--- config.mk ---
export PLATFORM = sky130hd
export DESIGN_NAME = trip_and_start_protection
export DESIGN_NICKNAME = d
export VERILOG_FILES = /design/src/verilog/trip_pkg.sv /design/src/verilog/trip_and_start_protection.sv
export SDC_FILE = /design/constraint.sdc
export NUM_CORES = 1
export LEC_CHECK = 0
export ABC_AREA = 1
export BUFFER_PORTS_ARGS = -buffer_cell sky130_fd_sc_hd__buf_2
export CAP_MARGIN = 5
export CORE_MARGIN = 5
export CORE_UTILIZATION = 54
export CTS_CLUSTER_DIAMETER = 30
export DETAILED_ROUTE_END_ITERATION = 7
export GPL_TIMING_DRIVEN = 0
export PLACE_DENSITY = 0.85
export SLEW_MARGIN = 20
export SYNTH_ARGS = -nofsm -noshare
export SYNTH_HDL_FRONTEND = slang
export SYNTH_SLANG_ARGS = --single-unit
--- constraint.sdc ---
create_clock -name ref_clk -period 1.53 [get_ports ref_clk]
set_input_delay 0.153 -clock ref_clk [delete_from_list [all_inputs] [get_ports ref_clk]]
set_output_delay 0.153 -clock ref_clk [all_outputs]
set_load 0.1 [all_outputs]
--- src/verilog/trip_pkg.sv ---
// Package with constants and carrier types for the trip and start protection block.
package trip_pkg;

   localparam int NUM_INPUTS = 5;
   localparam logic [1:0] SETTLE_CYCLES = 2'h2;
   localparam logic [4:0] FUNC_EXT_TRIP = 5'h0C;
   localparam logic [4:0] FUNC_START_INTERLOCK = 5'h0D;
   localparam logic [7:0] ERR_NONE = 8'h00;
   localparam logic [7:0] ERR_EXT_TRIP = 8'h0C;
   localparam logic [7:0] ERR_START_INTERLOCK = 8'h0D;

   typedef enum logic [1:0] {
      ST_STOP = 2'b00,
      ST_RUN = 2'b01,
      ST_EXT_TRIP = 2'b10,
      ST_USP_TRIP = 2'b11
   } drive_state_type;

   typedef struct packed {
      logic run_cmd;
      logic keypad_reset;
      logic reset_terminal;
   } command_type;

   typedef struct packed {
      logic motor_enable;
      logic alarm;
      logic [7:0] error_code;
   } status_type;

endpackage

--- src/verilog/trip_and_start_protection.sv ---
// Fault latch and power-up start interlock for a motor drive.
`timescale 1ns/10ps
`default_nettype none
module trip_and_start_protection (
   // Clock and reset.
   input wire logic ref_clk,
   input wire logic rst_n,
   // Terminal function assignment, one code per intelligent input.
   input wire logic [trip_pkg::NUM_INPUTS*5-1:0] input_function,
   // Intelligent input pins, asynchronous.
   input wire logic [trip_pkg::NUM_INPUTS-1:0] input_pins,
   // Operator commands, asynchronous.
   input wire trip_pkg::command_type cmd,
   // Drive status.
   output trip_pkg::status_type status
);

   logic [trip_pkg::NUM_INPUTS-1:0] pin_meta_r;
   logic [trip_pkg::NUM_INPUTS-1:0] pin_sync_r;
   logic [2:0] cmd_meta_r;
   logic [2:0] cmd_sync_r;
   logic [trip_pkg::NUM_INPUTS*5-1:0] func_meta_r;
   logic [trip_pkg::NUM_INPUTS*5-1:0] func_sync_r;

   logic ext_in_d_r;
   logic run_d_r;
   logic powerup_r;
   logic usp_block_r;
   logic reset_d_r;
   logic [1:0] settle_r;

   trip_pkg::drive_state_type state_r;
   trip_pkg::drive_state_type state_nxt;
   logic [7:0] err_r;
   logic [7:0] err_nxt;
   logic motor_enable_r;
   logic alarm_r;
   logic [7:0] error_code_r;

   logic external_fault_input;
   logic powerup_start_interlock;
   logic run_cmd;
   logic reset_any;
   logic run_rise;
   logic ext_rise;
   logic reset_rise;
   logic settled;
   logic powerup_check;
   logic [trip_pkg::NUM_INPUTS-1:0] ext_mask;
   logic [trip_pkg::NUM_INPUTS-1:0] usp_mask;

   function automatic logic [trip_pkg::NUM_INPUTS-1:0] pins_with(
      input logic [trip_pkg::NUM_INPUTS*5-1:0] funcs,
      input logic [4:0] code
   );
      logic [trip_pkg::NUM_INPUTS-1:0] hit;
      hit = '0;
      for (int i = 0; i < trip_pkg::NUM_INPUTS; i++) begin
         hit[i] = (funcs[i*5 +: 5] == code);
      end
      return hit;
   endfunction

   // A state that holds the motor off and raises the alarm.
   function automatic logic is_trip(
      input trip_pkg::drive_state_type st
   );
      return (st == trip_pkg::ST_EXT_TRIP) || (st == trip_pkg::ST_USP_TRIP);
   endfunction

   function automatic logic is_run(
      input trip_pkg::drive_state_type st
   );
      return (st == trip_pkg::ST_RUN);
   endfunction

   // Each intelligent input passes two flip-flops before any logic reads it.
   for (genvar p = 0; p < trip_pkg::NUM_INPUTS; p++) begin : g_pin_sync
      always_ff @(posedge ref_clk or negedge rst_n) begin
         if (!rst_n) begin
            pin_meta_r[p] <= 1'b0;
         end else begin
            pin_meta_r[p] <= input_pins[p];
         end
      end

      always_ff @(posedge ref_clk or negedge rst_n) begin
         if (!rst_n) begin
            pin_sync_r[p] <= 1'b0;
         end else begin
            pin_sync_r[p] <= pin_meta_r[p];
         end
      end
   end

   // The operator commands pass the same two flip-flops.
   for (genvar c = 0; c < 3; c++) begin : g_cmd_sync
      always_ff @(posedge ref_clk or negedge rst_n) begin
         if (!rst_n) begin
            cmd_meta_r[c] <= 1'b0;
         end else begin
            cmd_meta_r[c] <= cmd[c];
         end
      end

      always_ff @(posedge ref_clk or negedge rst_n) begin
         if (!rst_n) begin
            cmd_sync_r[c] <= 1'b0;
         end else begin
            cmd_sync_r[c] <= cmd_meta_r[c];
         end
      end
   end

   // The function codes come from outside the clock domain as well.
   for (genvar f = 0; f < trip_pkg::NUM_INPUTS; f++) begin : g_func_sync
      always_ff @(posedge ref_clk or negedge rst_n) begin
         if (!rst_n) begin
            func_meta_r[f*5 +: 5] <= 5'h00;
         end else begin
            func_meta_r[f*5 +: 5] <= input_function[f*5 +: 5];
         end
      end

      always_ff @(posedge ref_clk or negedge rst_n) begin
         if (!rst_n) begin
            func_sync_r[f*5 +: 5] <= 5'h00;
         end else begin
            func_sync_r[f*5 +: 5] <= func_meta_r[f*5 +: 5];
         end
      end
   end

   // Marks the inputs that carry each trip function.
   always_comb begin
      ext_mask = pins_with(func_sync_r, trip_pkg::FUNC_EXT_TRIP);
      usp_mask = pins_with(func_sync_r, trip_pkg::FUNC_START_INTERLOCK);
   end

   // Counts the synchroniser edges after reset so the power-up check sees settled levels.
   always_ff @(posedge ref_clk or negedge rst_n) begin
      if (!rst_n) begin
         settle_r <= 2'h0;
      end else if (settle_r != trip_pkg::SETTLE_CYCLES) begin
         settle_r <= settle_r + 2'h1;
      end
   end

   assign settled = (settle_r == trip_pkg::SETTLE_CYCLES);
   assign powerup_check = powerup_r && settled;

   assign external_fault_input = |(pin_sync_r & ext_mask);
   assign powerup_start_interlock = |(pin_sync_r & usp_mask);
   assign run_cmd = cmd_sync_r[2];
   assign reset_any = cmd_sync_r[1] | cmd_sync_r[0];
   assign run_rise = run_cmd & ~run_d_r;
   assign ext_rise = external_fault_input & ~ext_in_d_r;
   assign reset_rise = reset_any & ~reset_d_r;

   // Last level of the fault input, for its off-to-on edge.
   always_ff @(posedge ref_clk or negedge rst_n) begin
      if (!rst_n) begin
         ext_in_d_r <= 1'b0;
      end else begin
         ext_in_d_r <= external_fault_input;
      end
   end

   // Last level of the run command, for a fresh run edge.
   always_ff @(posedge ref_clk or negedge rst_n) begin
      if (!rst_n) begin
         run_d_r <= 1'b0;
      end else begin
         run_d_r <= run_cmd;
      end
   end

   // Last level of the reset commands, so a new press, not a held one, releases the interlock block.
   always_ff @(posedge ref_clk or negedge rst_n) begin
      if (!rst_n) begin
         reset_d_r <= 1'b0;
      end else begin
         reset_d_r <= reset_any;
      end
   end

   // The first cycle after power-up, once synchronisers have settled, checks for a pending run.
   always_ff @(posedge ref_clk or negedge rst_n) begin
      if (!rst_n) begin
         powerup_r <= 1'b1;
      end else if (settled && state_r == trip_pkg::ST_STOP) begin
         powerup_r <= 1'b0;
      end
   end

   // With the interlock, a cleared external trip waits for a fresh run edge or a new reset press before restarting.
   always_ff @(posedge ref_clk or negedge rst_n) begin
      if (!rst_n) begin
         usp_block_r <= 1'b0;
      end else if (state_r == trip_pkg::ST_EXT_TRIP && reset_any) begin
         usp_block_r <= powerup_start_interlock;
      end else if (run_rise || reset_rise || !run_cmd) begin
         usp_block_r <= 1'b0;
      end
   end

   // Next state and error code of the trip and run sequence.
   always_comb begin
      state_nxt = state_r;
      err_nxt = err_r;
      case (state_r)
         trip_pkg::ST_STOP: begin
            if (ext_rise) begin
               state_nxt = trip_pkg::ST_EXT_TRIP;
               err_nxt = trip_pkg::ERR_EXT_TRIP;
            end else if (powerup_check && run_cmd && powerup_start_interlock) begin
               state_nxt = trip_pkg::ST_USP_TRIP;
               err_nxt = trip_pkg::ERR_START_INTERLOCK;
            end else if (run_cmd && !reset_any && !usp_block_r) begin
               state_nxt = trip_pkg::ST_RUN;
            end
         end

         trip_pkg::ST_RUN: begin
            if (ext_rise) begin
               state_nxt = trip_pkg::ST_EXT_TRIP;
               err_nxt = trip_pkg::ERR_EXT_TRIP;
            end else if (!run_cmd || reset_any) begin
               state_nxt = trip_pkg::ST_STOP;
            end
         end

         trip_pkg::ST_EXT_TRIP: begin
            if (reset_any) begin
               state_nxt = trip_pkg::ST_STOP;
               err_nxt = trip_pkg::ERR_NONE;
            end
         end

         trip_pkg::ST_USP_TRIP: begin
            if (ext_rise) begin
               state_nxt = trip_pkg::ST_EXT_TRIP;
               err_nxt = trip_pkg::ERR_EXT_TRIP;
            end else if (!run_cmd || reset_any) begin
               state_nxt = trip_pkg::ST_STOP;
               err_nxt = trip_pkg::ERR_NONE;
            end
         end

         default: begin
            state_nxt = trip_pkg::ST_STOP;
            err_nxt = trip_pkg::ERR_NONE;
         end
      endcase
   end

   // State of the trip and run sequence.
   always_ff @(posedge ref_clk or negedge rst_n) begin
      if (!rst_n) begin
         state_r <= trip_pkg::ST_STOP;
      end else begin
         state_r <= state_nxt;
      end
   end

   // Recorded error code.
   always_ff @(posedge ref_clk or negedge rst_n) begin
      if (!rst_n) begin
         err_r <= trip_pkg::ERR_NONE;
      end else begin
         err_r <= err_nxt;
      end
   end

   // Outputs are registered from the next state so the trip shows on the edge that detects it.
   always_ff @(posedge ref_clk or negedge rst_n) begin
      if (!rst_n) begin
         motor_enable_r <= 1'b0;
      end else begin
         motor_enable_r <= is_run(state_nxt);
      end
   end

   // The alarm rises on the edge that latches either trip.
   always_ff @(posedge ref_clk or negedge rst_n) begin
      if (!rst_n) begin
         alarm_r <= 1'b0;
      end else begin
         alarm_r <= is_trip(state_nxt);
      end
   end

   // The error code shown beside the alarm.
   always_ff @(posedge ref_clk or negedge rst_n) begin
      if (!rst_n) begin
         error_code_r <= trip_pkg::ERR_NONE;
      end else begin
         error_code_r <= err_nxt;
      end
   end

   assign status = '{motor_enable: motor_enable_r, alarm: alarm_r, error_code: error_code_r};

endmodule
`default_nettype wire

==> flow_summary_export.csv <==
group,metric,value,unit
run_status,outcome,"finished clean",
clock_tree,clock_latency,350,ps
clock_tree,postCtsSetupRepairBufs,0,
critical_path,end_kind,"flop",
die,start_util,55.3,%
detailed_routing,drc,0,
placement,io_buffers,39,
critical_path,arrival,1620,ps
cells_and_area,nets,330,
sta,period_needed,1390,ps
clock_tree,cts_made_buffers,9,
synth,synth.cell_area,2590,um2
clock_tree,ctsRootBufferMaster,"clkbuf_8",
detailed_routing,ant_nets,0,
cells_and_area,syn_to_final_growth,31.7,%
grt,antenna_found_initial,0,
detailed_routing,wl,3990,um
cells_and_area,nFillCells,307,
critical_path,critPathLaunchType,"flop",
detailed_routing,drt_iter0_drc,29,
grt,grtUsageTotal,15.4,%
power,irDropWorstVdd,1230,uV
power,internal_power,3.13,mW
power,switchingPower,1.55,mW
critical_path,cp_data_required_time,1760,ps
sta,setup_violations,0,
die,die-area,6290,um2
grt,grt_max_degree,51,
synth,yosys_warnings,0,
die,core,4690,um2
sta,final_max_slew_viol_count,0,
power,cellLeakagePower,1.72,nW
detailed_routing,vias,1561,
die,row_count,25,
cells_and_area,mostFrequentLayoutCells,"78 x dfrtp_1, 38 x buf_2, 34 x dlygate4sd3_1",
placement,hpwl,2510,um
placement,gp_congestion,0.809,
clock_tree,cts_hold_buffers,34,
clock_tree,cts_tree,"yes",
clock_tree,cts_buffer_depth,2,
grt,grt_remaining_overflow,0,
cells_and_area,antennaDiodeCount,0,
die,die_h,79.3,um
clock_tree,cts_resized,0,
die,io_pins,45,
critical_path,path_max_fanout,3,
detailed_routing,wl_per_cell,11.3,um
power,switching_share,33.2,%
power,p_clk_share,29.1,%
cells_and_area,multi_input_area,473,um2
synth,synthCells,205,
sta,fmax,0.721,GHz
clock_tree,clkTransAtPathRegs,80,ps
detailed_routing,viasPerCell,4.42,
placement,dp_slack,133,ps
worst_hold_path,min_path_type,"in2async",
sta,worst_slack,144,ps
cells_and_area,seqCellArea,1980,um2
die,die_w,79.3,um
clock_tree,h-tree-depth,3,
grt,grt_pass1_vias,1644,
grt,grt_pass1_wl,7000,um
power,power.density,1370,nW/um2
clock_tree,cts_sinks,79,
detailed_routing,dr.pass1.iters,5,
cells_and_area,post-route-util,72.8,%
synth,ys_seq_area_share,76.3,%
power,p_seq_share,49.3,%
synth,ys_ff_latch,79,
cells_and_area,drive_gt1_share,29.1,%
critical_path,critPathKind,"reg2reg",
cells_and_area,layout_commonest_cell,"dfrtp_1",
sta,rsz0062_at_grt,"false",
synth,ys_types,22,
run,cap_violations,0,
synth,avgSynthCellArea,12.7,um2
power,pwr-share-comb,21.6,%
sta,finalClockSkew,4.46,ps
sta,finalHoldViolations,0,
sta,finalCritPeriodShare,90.6,%
-- per-stage QoR --
stage	hold slack [ps]	TNS (ps)	std cells	cell area (um2)	power, mW
after floorplan	-143	0	209	2610	3.11
after global placement	260	-5420	302	2870	3.27
after detailed placement	98.4	0	303	2890	3.31
after CTS	261	0	353	3420	4.75
after global routing	295	0	353	3420	4.94
final	268	0	353	3420	4.69
-- final timing paths --
kind / depth (start not counted) / to / startpoint / slack (ps)
max: 8 / motor_enable_r / func_sync_r[24] / 140
min: 2 / func_meta_r[24] / rst_n / 270
max reg2reg: 8 / motor_enable_r / func_sync_r[24] / 140
min reg2reg: 0 / func_sync_r[3] / func_meta_r[3] / 350
max in group asynchronous: 3 / func_sync_r[15] / rst_n / 700
min in group ref_clk: 0 / func_sync_r[3] / func_meta_r[3] / 350
-- power by group through the flow --
| stage | sequential, mW | clock (mW) | combinational [mW] |
|---|---|---|---|
| after global routing | 2.33 | 1.52 | 1.09 |
| after detailed placement | 2.35 | 0 | 0.953 |
| after global placement | 2.34 | 0 | 0.926 |
| final | 2.31 | 1.36 | 1.01 |
| after CTS | 2.31 | 1.42 | 1.02 |
| after floorplan | 2.54 | 0 | 0.570 |
-- worst max-delay path, cell delays in order, from the launching register on --
cell and delay, ps:
dfrtp_1 370, nor2_2 190, nand3_1 110, nand3_1 100
nor2_1 60, nor2_2 120, nor2_1 80, a21oi_1 170
nor2_1 70
-- synthesized netlist by cell type, drive strengths merged --
master / number / area [um2]
nand4: 2 / 12.5
nand3: 12 / 70.1
xnor2: 1 / 8.76
conb: 1 / 3.75
dfrtp: 78 / 1950
dfstp: 1 / 26.3
nor3: 1 / 5.00
o21ai: 4 / 20.0
a32o: 1 / 10.0
buf: 8 / 60.1
inv: 26 / 97.6
ha: 1 / 12.5
nor2: 31 / 134
a21oi: 4 / 31.3
nand2: 34 / 150
-- state kept, by name (all words and copies together), names as in the netlist, 2 cells and up --
name and flops:
cmd_sync_r 2, func_meta_r 25, settle_r 2, pin_sync_r 5
cmd_meta_r 3, pin_meta_r 5, state_r 2, func_sync_r 25
err_r 2
-- layout make-up --
cell class	count	share of cell area [%]
clock inverters	6	1.58
repair buffers	74	16.3
clock buffers	10	3.74
flip-flops and latches	79	57.9
multi-input cells	96	13.8
plain buffers	8	1.76
well taps	54	1.98
inverters	26	2.86
-- routing by layer --
layer  up-vias  wire length (um)  global-route usage [%]
li1        789                 -                       -
met1       721              1510                    15.8
met2        43              2150                    26.8
met3         8               270                    7.03
met4         0                59                    6.70
met5         -                 0                       0
-- logic make-up after synthesis --
kind of cell / Yosys count / share of synthesized area (%)
AOI/OAI and AO/OA: 9 / 2.36
xor gates and xnor gates: 1 / 0.338
adders and majority gates: 1 / 0.482
buffers and inverters: 34 / 6.08
DFF: 79 / 76.3
other: 1 / 0.145
and+or+nand+nor: 80 / 14.3
Power figures use the tool's default switching activity.
